### config.mk
export PLATFORM = sky130hd
export DESIGN_NAME = fhc_ctrl
export DESIGN_NICKNAME = d
export VERILOG_FILES = /design/src/design/fhc_pkg.sv /design/src/design/fhc_ctrl.sv /design/src/design/fhc_sync.sv
export VERILOG_INCLUDE_DIRS = /design/src /design/src/design
export SDC_FILE = /design/constraint.sdc
export NUM_CORES = 1
export LEC_CHECK = 0
export ABC_AREA = 1
export BUFFER_PORTS_ARGS = -buffer_cell sky130_fd_sc_hd__buf_2
export CORE_ASPECT_RATIO = 0.7
export CORE_MARGIN = 10
export CORE_UTILIZATION = 50
export DETAILED_ROUTE_END_ITERATION = 7
export PLACE_DENSITY_LB_ADDON = 0.08
export RECOVER_POWER = 25
export SLEW_MARGIN = 20
export SYNTH_ARGS = -nofsm -noshare
export SYNTH_HDL_FRONTEND = slang
export SYNTH_SLANG_ARGS = --single-unit
### constraint.sdc
create_clock -name CLOCK -period 2.2 [get_ports CLOCK]
set_clock_uncertainty 0.15 [all_clocks]
set_input_delay 0.33 -clock CLOCK [delete_from_list [all_inputs] [get_ports CLOCK]]
set_output_delay 0.33 -clock CLOCK [all_outputs]
set_load 0.02 [all_outputs]
### src/design/fhc_defs.svh
// Register map, field positions, reset values and timing counts of the flash host controller
`ifndef FHC_DEFS_SVH
`define FHC_DEFS_SVH

// Register byte offsets on APB
`define FHC_REG_CTRL    8'h00
`define FHC_REG_ADDR    8'h04
`define FHC_REG_WDATA   8'h08
`define FHC_REG_RDATA   8'h0C
`define FHC_REG_STATUS  8'h10

// Control register fields
`define FHC_CTRL_OP_LSB 0
`define FHC_CTRL_OP_MSB 3
`define FHC_CTRL_GO     4
`define FHC_CTRL_WORD   5
`define FHC_CTRL_PDATA  6
`define FHC_CTRL_RST    3'h1

// Status register fields
`define FHC_ST_BUSY     0
`define FHC_ST_DONE     1
`define FHC_ST_FAIL     2
`define FHC_ST_SUSP     3
`define FHC_ST_BYP      4
`define FHC_ST_READY    5

// Timing, in ns as printed, and derived clock counts (least times round up)
`define FHC_CLK_NS      25
`define FHC_CYC(ns)     (((ns) + `FHC_CLK_NS - 1) / `FHC_CLK_NS)
`define FHC_T_WP_NS     35
`define FHC_T_ACC_NS    70
`define FHC_T_BUSY_NS   90
`define FHC_T_RP_NS     500
`define FHC_T_RH_NS     50
`define FHC_WP_CYC      `FHC_CYC(`FHC_T_WP_NS)
`define FHC_ACC_CYC     `FHC_CYC(`FHC_T_ACC_NS)
`define FHC_BUSY_CYC    `FHC_CYC(`FHC_T_BUSY_NS)
`define FHC_RP_CYC      `FHC_CYC(`FHC_T_RP_NS)
`define FHC_RH_CYC      `FHC_CYC(`FHC_T_RH_NS)
`define FHC_SYNC_CYC    2

`endif

### src/design/fhc_pkg.sv
// Types shared by the flash host controller
package fhc_pkg;

    typedef enum logic [3:0] {
        OP_READ        = 4'h0,
        OP_PROGRAM     = 4'h1,
        OP_ERASE_SECT  = 4'h2,
        OP_ERASE_CHIP  = 4'h3,
        OP_SUSPEND     = 4'h4,
        OP_RESUME      = 4'h5,
        OP_RESET_CMD   = 4'h6,
        OP_HW_RESET    = 4'h7,
        OP_CFI         = 4'h8,
        OP_BYP_ENTER   = 4'h9,
        OP_BYP_PROGRAM = 4'hA,
        OP_BYP_EXIT    = 4'hB
    } fhc_op_type;

    typedef enum logic [1:0] {
        POLL_NONE   = 2'h0,
        POLL_POLAR  = 2'h1,
        POLL_TOGGLE = 2'h2
    } fhc_poll_type;

    typedef enum logic [2:0] {
        ST_IDLE   = 3'b000,
        ST_SETUP  = 3'b001,
        ST_STROBE = 3'b011,
        ST_HOLD   = 3'b010,
        ST_POLL   = 3'b110,
        ST_RSTLO  = 3'b111,
        ST_RSTHI  = 3'b101
    } fhc_state_type;

    typedef struct packed {
        logic         last;
        logic         write;
        fhc_poll_type poll;
        logic [20:0]  addr;
        logic [15:0]  data;
    } fhc_step_type;

endpackage : fhc_pkg

### src/design/fhc_ctrl.sv
// Host controller that drives a parallel boot-sector flash from APB registers
`timescale 1ns/1ps
`include "fhc_defs.svh"
module fhc_ctrl (
    input  wire logic        CLOCK,
    input  wire logic        ARST_N,
    input  wire logic        PSEL,
    input  wire logic        PENABLE,
    input  wire logic        PWRITE,
    input  wire logic [7:0]  PADDR,
    input  wire logic [31:0] PWDATA,
    output logic      [31:0] PRDATA,
    output logic             PREADY,
    output logic             PSLVERR,
    output logic      [20:0] FLASH_ADDR,
    output logic      [15:0] FLASH_DQ_O,
    input  wire logic [15:0] FLASH_DQ_I,
    output logic      [15:0] FLASH_DQ_OE_N,
    output logic             FLASH_CE_N,
    output logic             FLASH_WE_N,
    output logic             FLASH_OE_N,
    output logic             FLASH_RESET_N,
    output logic             FLASH_BYTE_N,
    input  wire logic        FLASH_READY_BUSY
);
    import fhc_pkg::*;

    ////////////////////////////////////////////////////////////////////////////
    // Command sequence table

    // Unlock addresses depend on bus width; byte mode uses the shifted form
    function automatic fhc_step_type seq_step(input fhc_op_type op,
                                              input logic [2:0]  idx,
                                              input logic        wm,
                                              input logic [20:0] a,
                                              input logic [15:0] d);
        logic [20:0]  u1;
        logic [20:0]  u2;
        fhc_step_type s;
        u1      = wm ? 21'h000555 : 21'h000AAA;
        u2      = wm ? 21'h0002AA : 21'h000555;
        s.last  = 1'b1;
        s.write = 1'b1;
        s.poll  = POLL_NONE;
        s.addr  = u1;
        s.data  = 16'h00F0;
        case (op)
            OP_PROGRAM: begin
                s.last = (idx == 3'h3);
                case (idx)
                    3'h0: s.data = 16'h00AA;
                    3'h1: begin s.addr = u2; s.data = 16'h0055; end
                    3'h2: s.data = 16'h00A0;
                    default: begin s.addr = a; s.data = d; s.poll = POLL_POLAR; end
                endcase
            end
            OP_ERASE_SECT, OP_ERASE_CHIP: begin
                s.last = (idx == 3'h5);
                case (idx)
                    3'h0, 3'h3: s.data = 16'h00AA;
                    3'h1, 3'h4: begin s.addr = u2; s.data = 16'h0055; end
                    3'h2: s.data = 16'h0080;
                    default: begin
                        s.poll = POLL_TOGGLE;
                        if (op == OP_ERASE_SECT) begin
                            s.addr = a;
                            s.data = 16'h0030;
                        end else begin
                            s.data = 16'h0010;
                        end
                    end
                endcase
            end
            OP_BYP_ENTER: begin
                s.last = (idx == 3'h2);
                case (idx)
                    3'h0: s.data = 16'h00AA;
                    3'h1: begin s.addr = u2; s.data = 16'h0055; end
                    default: s.data = 16'h0020;
                endcase
            end
            OP_BYP_PROGRAM: begin
                s.last = (idx == 3'h1);
                if (idx == 3'h0) begin
                    s.data = 16'h00A0;
                end else begin
                    s.addr = a;
                    s.data = d;
                    s.poll = POLL_POLAR;
                end
            end
            OP_BYP_EXIT: begin
                s.last = (idx == 3'h1);
                s.data = (idx == 3'h0) ? 16'h0090 : 16'h0000;
            end
            OP_SUSPEND: begin
                s.addr = a;
                s.data = 16'h00B0;
                s.poll = POLL_TOGGLE;
            end
            OP_RESUME: begin
                s.addr = a;
                s.data = 16'h0030;
            end
            OP_CFI: begin
                s.addr = wm ? 21'h000055 : 21'h0000AA;
                s.data = 16'h0098;
            end
            OP_RESET_CMD: s.data = 16'h00F0;
            default: begin
                s.write = 1'b0;
                s.addr  = a;
            end
        endcase
        return s;
    endfunction : seq_step

    ////////////////////////////////////////////////////////////////////////////
    // State

    fhc_state_type st_q;
    fhc_op_type    op_q;
    logic          word_q;
    logic          pdata_q;
    logic [20:0]   addr_q;
    logic [15:0]   wdata_q;
    logic [15:0]   rdata_q;
    logic          done_q;
    logic          fail_q;
    logic          susp_q;
    logic          byp_q;
    logic [2:0]    idx_q;
    logic [7:0]    cnt_q;
    logic          poll_rd_q;
    logic          have_prev_q;
    logic [6:5]    prev_q;
    logic          pready_q;
    logic [31:0]   prdata_q;
    logic          pslverr_q;
    logic [15:0]   dq_s;
    logic          ready_s;

    // Data lines and ready/busy come from the flash's own timing domain
    fhc_sync #(.WIDTH(17)) u_sync (
        .clk    (CLOCK),
        .arst_n (ARST_N),
        .din    ({FLASH_READY_BUSY, FLASH_DQ_I}),
        .dout   ({ready_s, dq_s})
    );

    ////////////////////////////////////////////////////////////////////////////
    // APB decode

    wire          apb_setup = PSEL & PENABLE & ~pready_q;
    wire          apb_done  = PSEL & PENABLE & pready_q;
    wire          wr_ctrl   = apb_done & PWRITE & (PADDR == `FHC_REG_CTRL);
    wire          wr_addr   = apb_done & PWRITE & (PADDR == `FHC_REG_ADDR);
    wire          wr_wdata  = apb_done & PWRITE & (PADDR == `FHC_REG_WDATA);
    wire          wr_stat   = apb_done & PWRITE & (PADDR == `FHC_REG_STATUS);
    wire          idle      = (st_q == ST_IDLE);
    wire          go        = wr_ctrl & PWDATA[`FHC_CTRL_GO] & idle;
    wire fhc_op_type go_op  = fhc_op_type'(PWDATA[`FHC_CTRL_OP_MSB:`FHC_CTRL_OP_LSB]);
    // Erase while suspended, bypass program outside bypass mode and resume without a suspend are refused up front
    wire          go_bad    = ((go_op == OP_ERASE_SECT || go_op == OP_ERASE_CHIP) & susp_q)
                            | ((go_op == OP_BYP_PROGRAM) & ~byp_q)
                            | ((go_op == OP_RESUME) & ~susp_q);
    wire          mapped    = (PADDR == `FHC_REG_CTRL) | (PADDR == `FHC_REG_ADDR)
                            | (PADDR == `FHC_REG_WDATA) | (PADDR == `FHC_REG_RDATA)
                            | (PADDR == `FHC_REG_STATUS);
    wire   [31:0] status_w  = {26'h0, ready_s, byp_q, susp_q, fail_q, done_q, ~idle};
    wire   [31:0] ctrl_w    = {25'h0, pdata_q, word_q, 1'b0, op_q};
    wire   [31:0] rd_mux    = (PADDR == `FHC_REG_CTRL)   ? ctrl_w :
                              (PADDR == `FHC_REG_ADDR)   ? {11'h0, addr_q} :
                              (PADDR == `FHC_REG_WDATA)  ? {16'h0, wdata_q} :
                              (PADDR == `FHC_REG_RDATA)  ? {16'h0, rdata_q} :
                              (PADDR == `FHC_REG_STATUS) ? status_w : 32'h0;

    // One wait state: answer registered in the first access cycle
    always_ff @(posedge CLOCK or negedge ARST_N) begin
        if (!ARST_N) begin
            pready_q  <= 1'b0;
            prdata_q  <= 32'h0;
            pslverr_q <= 1'b0;
        end else begin
            pready_q  <= apb_setup;
            prdata_q  <= (apb_setup & ~PWRITE) ? rd_mux : 32'h0;
            pslverr_q <= apb_setup & ~mapped;
        end
    end

    ////////////////////////////////////////////////////////////////////////////
    // Sequencer decode

    wire fhc_step_type step   = seq_step(op_q, idx_q, word_q, addr_q, wdata_q);
    wire          eff_write   = step.write & ~poll_rd_q;
    wire   [20:0] eff_addr    = poll_rd_q ? addr_q : step.addr;
    wire   [7:0]  strobe_len  = eff_write ? 8'(`FHC_WP_CYC)
                                          : 8'(`FHC_ACC_CYC + `FHC_SYNC_CYC);
    wire          strobe_end  = (cnt_q == strobe_len - 8'h01);
    // Toggle fails only on two bit 5 reads in a row: the first may already be array data
    wire          pol_ok      = (rdata_q[7] == wdata_q[7]);
    wire          tog_stop    = have_prev_q & (rdata_q[6] == prev_q[6]);
    wire          poll_ok     = (step.poll == POLL_POLAR) ? pol_ok : tog_stop;
    wire          poll_fail   = rdata_q[5] & (step.poll == POLL_POLAR | (have_prev_q & prev_q[5]));
    wire          finish      = (st_q == ST_HOLD & step.last & step.poll == POLL_NONE)
                              | (st_q == ST_HOLD & poll_rd_q & (poll_ok | poll_fail))
                              | (st_q == ST_POLL & ~pdata_q & ready_s
                                 & cnt_q >= 8'(`FHC_BUSY_CYC))
                              | (st_q == ST_RSTHI & cnt_q == 8'(`FHC_RH_CYC - 1));
    wire          op_fail     = (st_q == ST_HOLD) & poll_rd_q & ~poll_ok & poll_fail;

    ////////////////////////////////////////////////////////////////////////////
    // Software visible registers and sticky flags

    // Hardware set wins over a write-one-to-clear in the same cycle
    always_ff @(posedge CLOCK or negedge ARST_N) begin
        if (!ARST_N) begin
            op_q    <= OP_READ;
            word_q  <= 1'b1;
            pdata_q <= 1'b0;
            addr_q  <= 21'h0;
            wdata_q <= 16'h0;
            done_q  <= 1'b0;
            fail_q  <= 1'b0;
        end else begin
            if (wr_ctrl & idle) begin
                op_q    <= go_op;
                word_q  <= PWDATA[`FHC_CTRL_WORD];
                pdata_q <= PWDATA[`FHC_CTRL_PDATA];
            end
            if (wr_addr & idle)
                addr_q <= PWDATA[20:0];
            if (wr_wdata & idle)
                wdata_q <= PWDATA[15:0];
            done_q <= finish | (go & go_bad)
                    | (done_q & ~(wr_stat & PWDATA[`FHC_ST_DONE]));
            fail_q <= op_fail | (go & go_bad)
                    | (fail_q & ~(wr_stat & PWDATA[`FHC_ST_FAIL]));
        end
    end

    // Mode tracking follows each completed command
    always_ff @(posedge CLOCK or negedge ARST_N) begin
        if (!ARST_N) begin
            susp_q <= 1'b0;
            byp_q  <= 1'b0;
        end else if (finish & ~op_fail) begin
            case (op_q)
                OP_SUSPEND:    susp_q <= 1'b1;
                OP_RESUME:     susp_q <= 1'b0;
                OP_BYP_ENTER:  byp_q  <= 1'b1;
                OP_BYP_EXIT:   byp_q  <= 1'b0;
                OP_HW_RESET: begin
                    susp_q <= 1'b0;
                    byp_q  <= 1'b0;
                end
                default:       byp_q  <= byp_q;
            endcase
        end
    end

    ////////////////////////////////////////////////////////////////////////////
    // Bus cycle sequencer

    always_ff @(posedge CLOCK or negedge ARST_N) begin
        if (!ARST_N) begin
            st_q        <= ST_IDLE;
            idx_q       <= 3'h0;
            cnt_q       <= 8'h00;
            poll_rd_q   <= 1'b0;
            have_prev_q <= 1'b0;
            prev_q      <= 2'b00;
            rdata_q     <= 16'h0;
        end else begin
            cnt_q <= cnt_q + 8'h01;
            case (st_q)
                ST_IDLE: begin
                    idx_q       <= 3'h0;
                    poll_rd_q   <= 1'b0;
                    have_prev_q <= 1'b0;
                    cnt_q       <= 8'h00;
                    if (go & ~go_bad)
                        st_q <= (go_op == OP_HW_RESET) ? ST_RSTLO : ST_SETUP;
                end
                ST_SETUP: begin
                    cnt_q <= 8'h00;
                    st_q  <= ST_STROBE;
                end
                ST_STROBE: begin
                    if (strobe_end) begin
                        if (!eff_write)
                            rdata_q <= word_q ? dq_s : {8'h00, dq_s[7:0]};
                        st_q <= ST_HOLD;
                    end
                end
                ST_HOLD: begin
                    cnt_q <= 8'h00;
                    if (poll_rd_q) begin
                        have_prev_q <= 1'b1;
                        prev_q      <= rdata_q[6:5];
                        st_q        <= (poll_ok | poll_fail) ? ST_IDLE : ST_SETUP;
                    end else if (!step.last) begin
                        idx_q <= idx_q + 3'h1;
                        st_q  <= ST_SETUP;
                    end else begin
                        st_q <= (step.poll == POLL_NONE) ? ST_IDLE : ST_POLL;
                    end
                end
                ST_POLL: begin
                    if (cnt_q >= 8'(`FHC_BUSY_CYC)) begin
                        cnt_q <= cnt_q;
                        if (pdata_q) begin
                            poll_rd_q <= 1'b1;
                            st_q      <= ST_SETUP;
                        end else if (ready_s) begin
                            st_q <= ST_IDLE;
                        end
                    end
                end
                ST_RSTLO: begin
                    if (cnt_q == 8'(`FHC_RP_CYC - 1)) begin
                        cnt_q <= 8'h00;
                        st_q  <= ST_RSTHI;
                    end
                end
                ST_RSTHI: begin
                    if (cnt_q == 8'(`FHC_RH_CYC - 1))
                        st_q <= ST_IDLE;
                end
                default: st_q <= ST_IDLE;
            endcase
        end
    end

    ////////////////////////////////////////////////////////////////////////////
    // Flash pins, all registered

    wire next_cyc = (st_q == ST_SETUP) | (st_q == ST_STROBE & ~strobe_end);

    // Chip select high between cycles keeps the device in standby; address is held
    always_ff @(posedge CLOCK or negedge ARST_N) begin
        if (!ARST_N) begin
            FLASH_ADDR    <= 21'h0;
            FLASH_DQ_O    <= 16'h0;
            FLASH_DQ_OE_N <= 16'hFFFF;
            FLASH_CE_N    <= 1'b1;
            FLASH_WE_N    <= 1'b1;
            FLASH_OE_N    <= 1'b1;
            FLASH_RESET_N <= 1'b1;
            FLASH_BYTE_N  <= 1'b0;
        end else begin
            FLASH_BYTE_N  <= word_q;
            FLASH_RESET_N <= ~(st_q == ST_RSTLO);
            FLASH_CE_N    <= ~((st_q == ST_SETUP) | (st_q == ST_STROBE));
            if (st_q == ST_SETUP) begin
                FLASH_ADDR    <= eff_addr;
                FLASH_DQ_O    <= step.data;
                FLASH_DQ_OE_N <= eff_write ? {~word_q ? 8'hFF : 8'h00, 8'h00} : 16'hFFFF;
            end else if (st_q == ST_HOLD) begin
                FLASH_DQ_OE_N <= 16'hFFFF;
            end
            // Strobes are exclusive so the flash never drives against us
            FLASH_WE_N <= ~(next_cyc & eff_write);
            FLASH_OE_N <= ~(next_cyc & ~eff_write);
        end
    end

    assign PREADY  = pready_q;
    assign PRDATA  = prdata_q;
    assign PSLVERR = pslverr_q;

endmodule : fhc_ctrl

### src/design/fhc_sync.sv
// Two-flop synchroniser bank for pins sampled from the flash
`timescale 1ns/1ps
module fhc_sync #(
    parameter int WIDTH = 1
) (
    input  wire logic             clk,
    input  wire logic             arst_n,
    input  wire logic [WIDTH-1:0] din,
    output logic      [WIDTH-1:0] dout
);
    logic [WIDTH-1:0] meta_q;

    // First stage feeds only the second stage
    always_ff @(posedge clk or negedge arst_n) begin
        if (!arst_n) begin
            meta_q <= '0;
            dout   <= '0;
        end else begin
            meta_q <= din;
            dout   <= meta_q;
        end
    end
endmodule : fhc_sync

[After elaboration in Yosys (flattened, before gate mapping)]
Cells that the tools add are included.
Word-level totals
  output and inout bits: 92
  register bits after elaboration: 196
Operators by class
  bitwise logic cells: 78
  reduce and logical (&&, ||, !) cells: 31
  equality and inequality tests: 48
  add/sub/neg operators: 3
  multiplexer cells: 61
  order comparisons: 1
Operators by type and width (count)
  $pmux 16 s8: 1
  $pmux 21 s6: 1
  $mux 16: 7
  $mux 21: 5
  $pmux 21 s2: 2
  $pmux 16 s3: 1
  $pmux 8 s3: 2
  $and 1x1->1: 42
  $mux 3: 14
  $mux 8: 5
  $eq 4x3->1 const B: 6
  $mux 12: 2
  $mux 22: 1
  $pmux 3 s7: 1
  $eq 4x4->1 const B: 5
  $not 1->1: 19
  $or 1x1->1: 17
  $eq 4x2->1 const B: 4
  $eq 8x4->1 const B: 2
  $eq 8x5->1 const B: 2
  $pmux 8 s2: 1
  $reduce_or 2->1: 8
  $eq 3x3->1 const B: 5
  $ne 2x2->1 const B: 7
  33 further kinds: 62

[Longest topological paths before layout]
  word-level depth: 14
  gate-level depth with buffers: 15
  depth with buffers taken out: 15

[Cells and area by module]
Synthesis repeated with hierarchy kept, for this count alone.
Second synthesis, totals
  cell total of the unflattened synthesis: 1065
  area, all modules: 8964.8 um^2
Modules (own cells, without submodules)
  fhc_ctrl: sequential area each 3712.3 um^2, area each 8114.0 um^2, instances 1, cells each 1031
  fhc_sync: sequential area each 850.8 um^2, area each 850.8 um^2, instances 1, cells each 34

[Worst setup path after synthesis]
Ideal clock, no wire load.
  path type: flip-flop to flip-flop
  start point: register idx_q[0]
  end point: register FLASH_ADDR[3]
  path buffers: 0
  data arrival time: 1755 ps
  cell stages (with the launch flop): 12
  required time: 1932 ps
  clock period less this slack: 2023 ps
  library setup time: 118 ps
  setup slack: 177 ps
  path through: dfrtp_1 inv_1 ha_1 inv_1 nor2_4 inv_2 o21ai_0 o21ai_0 nor2_1 nand4_1 nand3b_1 nand2_1
On the way
  cells in the longest elaborated chain, start to end: 5
  elaborated cells between the ends (all ways): 14
Ends and longest elaborated chain
  from (decl): line fhc_ctrl.sv:132  | logic [2:0] idx_q;
  from (signal assigned): line fhc_ctrl.sv:303  | idx_q <= idx_q + 3'h1;
  $eq 3x2->1 (tied with other cells): line fhc_ctrl.sv:59  | case (idx)
  $reduce_or 3->1 (no source line) or $reduce_or 2->1 (tied branches)
  $pmux 21 s2, on equally long branches: line fhc_ctrl.sv:59, fhc_ctrl.sv:50
  $pmux 21 s6 (*): line fhc_ctrl.sv:47  | case (op)
  $mux 21 (*): line fhc_ctrl.sv:196  | wire [20:0] eff_addr = poll_rd_q ? addr_q : step.addr;
  to (signal assigned): line fhc_ctrl.sv:356  | FLASH_ADDR <= eff_addr;
  to (decl): line fhc_ctrl.sv:15  | output logic [20:0] FLASH_ADDR,
Mark *: on every way between the ends. The rest lies on a longest branch, timed or not.
A chain may end at the register's enable or synchronous reset.

[Final worst setup path]
  start point: register idx_q[0]
  end point: register susp_q
On the way
  cells in the longest elaborated chain, start to end: 14
  elaborated cells between the ends (all ways): 31
Ends and longest elaborated chain
  $eq 3x2->1 (tied with other cells): line fhc_ctrl.sv:49, fhc_ctrl.sv:59
  $reduce_or 5->1 (no source line) or $reduce_or 3->1 (tied branches)
  $mux 2 or $mux 1 (tied branches): line fhc_ctrl.sv:59, fhc_ctrl.sv:50
  $pmux 2 s4: line fhc_ctrl.sv:47
  $eq 2x1->1: line fhc_ctrl.sv:203, fhc_ctrl.sv:204
  $or 1x1->1: line fhc_ctrl.sv:204  | wire poll_fail = rdata_q[5] & (step.poll == POLL_POLAR | (have_prev_q & prev_q[5]));
  $and 1x1->1: line fhc_ctrl.sv:204
  $or 1x1->1: line fhc_ctrl.sv:206  | | (st_q == ST_HOLD & poll_rd_q & (poll_ok | poll_fail))
  $and 1x1->1: line fhc_ctrl.sv:206
  $or 1x1->1: line fhc_ctrl.sv:206
  $or 1x1->1 (2 in a row): line fhc_ctrl.sv:205  | wire finish = (st_q == ST_HOLD & step.last & step.poll == POLL_NONE)
  $and 1x1->1 (*): line fhc_ctrl.sv:247  | end else if (finish & ~op_fail) begin
  $reduce_and 2->1 (no source line) (*)
  to (signal assigned): line fhc_ctrl.sv:245  | susp_q <= 1'b0;
  to (signal assigned): line fhc_ctrl.sv:249  | OP_SUSPEND: susp_q <= 1'b1;
  to (signal assigned): line fhc_ctrl.sv:250  | OP_RESUME: susp_q <= 1'b0;
  to (decl): line fhc_ctrl.sv:130  | logic susp_q;
Marked as above.

==> results.cfg <==
[run_status]
status = complete, but fails checks
violations = setup timing

[setup_path]
ff2ff_path_depth = 11
reg2reg_slack_ns = -0.0004
startpoint = idx_q[0]
reg2reg_from = idx_q[0]
crit_required_ns = 2.38
critPathMaxFanout = 4
cp-end-kind = register
path_cells = buf_4 -> ha_2 -> o21ai_4 -> buf_4 -> nand3_4 -> nand2_4 -> nand2_2 -> nand2_2 -> nand4_1 -> nand4_1 -> nand2_1
path_delay_family = simple AND/OR/NAND/NOR gates
critPathMaxStageDelay_ns = 0.43
cp-start-kind = register
slowest_stage = dfrtp_1
cp_data_arrival_time_ns = 2.38
worstSetupPathType = register to register
crit_end = susp_q
path_buf_inv = 2
path_depth = 11
r2r-end = susp_q

[timing]
finalMaxSlewViolations = 0
max_freq_ghz = 0.454
worst_pin_slew_ns = 1.37
fin_crit_ns = 2.20
rsz0062_at_grt = true
post-route-period-util_pct = 100
setup_violations = 1
hold_violations = 0
relSlewSlack_pct = 8.57
whs_ns = 0.0248
setup_ws_ns = -0.000431

[clocking]
insertion_delay_ns = 0.44
numCtsBuffers = 17
clockBufferDepth = 2
cts-root-buf = clkbuf_16
cts_tree = done
clk_pin_slew_ns = 0.08
cts_sinks = 182
ctsHtreeMaxLevel = 4

[detailed_routing]
vias = 8134
drc = 0
ant_nets = 0
viasPerCell = 5.37
wire_per_inst_um = 17.5
drt_iter0_markers = 810
wl_um = 26500
drt-pass1-iter-count = 5

[layout]
nNetsFinal = 1340
fillerInstances = 1469
postLayoutCellArea_um2 = 11300
area_delta_synth_final_pct = 27.2
instances_no_fill = 1514
drive_above_1_share_pct = 27.2

[global_routing]
grt_first_pass_wirelength_um = 41500
grt_pass1_vias = 7708
grtUsageTotal_pct = 22.2
antenna_found_initial = 0
grt_max_degree = 55
gr-total-overflow = 0

[synth]
yosysTopAreaCellShare_pct = 49.3
synthAdderAreaFrac_pct = 1.27
syn_area_um2 = 8880
synth_edf_count = 0
synth_top_family_by_area = simple AND/OR/NAND/NOR gates
synth.avg_cell_area_um2 = 8.34
yosys-top-cells-area = dfrtp_1 (49%), nand2_1 (10%), o21ai_0 (6.3%)
async_flop_share_pct = 100
synth_warnings = 0
synthTopCellsByCount = nand2_1 (245), dfrtp_1 (175), inv_1 (125)
synthSimpleGateAreaFrac_pct = 22.5
ys_seq_area_share_pct = 51.4
synth_area_leader_cell = dfrtp_1
synth_ff_type = dfrtp_1
synth.area.mux_share_pct = 0
synth.most_common_cell = nand2_1
syn_inst = 1064
synth_cell_type_count = 45
synth_compound_area_share_pct = 15.1
ys_seq_elements = 182
synth_xor_area_share_pct = 0.0986

[worst_hold_path]
holdPathStages = 3
holdCritStartpoint = PWDATA[12]
hold_path_class = input port to register

[placement]
hpwl_um = 19600
io_buffers = 131
routabilityCongestion = 0.991
dp_cells = 1445
placed_cell_area_um2 = 10100

[die]
die_h_um = 131
rows = 40
core_um2 = 17300
start_util_pct = 51.4
die_w_um = 179
ios = 154
dieArea_um2 = 23600

[power_and_ir_drop]
pwr_density_cell_nw_per_um2 = 917
ir_drop_v = 0.000672
power.leakage_nw = 5.64

[flow_run]
drv_cap = 0
==> report_power, final <==
group          switching [mW]  internal (mW)
combinational            2.02           1.09
sequential              0.290           3.68
clock                    1.66           1.61
total                    3.97           6.39
==> worst min path at each step <==
stage / endpoint
2_1_floorplan: FLASH_ADDR[0]
3_3_place_gp: cnt_q[5]
3_5_place_dp: cnt_q[5]
4_1_cts: op_q[0]
5_1_grt: op_q[0]
6_report: addr_q[12]
==> cells in the final DEF (no fill, tap or decap), types with 11 or more instances in the layout <==
master	synthesis	layout
nand2_1	245	238
nand2_2	21	25
nor3_1	17	15
dlygate4sd3_1	0	27
buf_4	26	64
nor2_2	8	11
a21oi_1	55	52
o21ai_2	17	17
o211ai_1	21	21
nand4_1	21	21
nor2_1	65	61
clkbuf_16	0	17
conb_1	1	11
inv_1	125	120
o21ai_0	111	102
buf_2	3	130
nand3_1	54	47
dfrtp_1	175	175
==> tightest hold or removal path, delay by kind of cell <==
family	cells	cell delay, ns
AOI/OAI and AO/OA	1	0.08
buffers and inverters	2	0.17
==> what timing repair did <==
item / in CTS / in global routing
pin swaps: 0 / 17
hold buffers: 27 / 0
hold endpoints to repair: 72 / 0
endpoints found under the setup margin: 3 / 52
buffers inserted: 0 / 9
gates resized for setup: 0 / 61
==> metal layers <==
| layer | vias up | part of all wire [%] | track usage [%] |
|---|---|---|---|
| met2 | 379 | 42 | 30.6 |
| met1 | 3864 | 46 | 32.6 |
| met5 | - | 0 | 0 |
| met4 | 0 | 1.8 | 6.22 |
| met3 | 45 | 9.8 | 6.87 |
| li1 | 3846 | - | - |
==> registers in the layout, summed over array words and instances, names as in the netlist, 2 cells and up <==
name           flops
addr_q            21
cnt_q              8
u_sync.dout       17
op_q               4
rdata_q           16
prev_q             2
u_sync.meta_q     17
FLASH_DQ_OE_N      2
wdata_q           16
FLASH_ADDR        21
st_q               3
PRDATA            21
FLASH_DQ_O        16
idx_q              3
==> per-stage QoR <==
| stage | setup slack (ns) | utilization [%] | setup TNS [ns] | power, mW |
|---|---|---|---|---|
| after floorplan | 0.177 | - | 0 | 5.62 |
| after global placement | 0.0523 | 58.5 | 0 | 6.68 |
| after detailed placement | 0.00402 | 58.5 | 0 | 6.70 |
| after CTS | -0.0241 | 63.8 | -0.0360 | 10.0 |
| after global routing | -0.0839 | 65.4 | -0.884 | 10.9 |
| final | -0.000431 | 65.4 | -0.000431 | 10.4 |
==> layout make-up <==
class                      instances  area (µm²)  share of cell area (%)
tap                              231         289                    2.56
sequential                       182        4560                    40.4
inverter                         138         536                    4.74
antenna                            1        2.50                  0.0222
timing repair buffer             232        1550                    13.7
clock buffer                      17         425                    3.77
multi-input combinational        698        3700                    32.8
clock inverter                    15         225                    1.99
==> logic make-up (layout without fill, tap and decap cells) <==
logic type,Yosys count,count (layout)
other,1,12
buffers and inverters,194,402
and+or+nand+nor,448,448
xor gates and xnor gates,1,1
AOI/OAI and AO/OA,229,229
DFF,182,182
adders and majority gates,9,9
No activity file was read; power rests on OpenSTA's default activity.
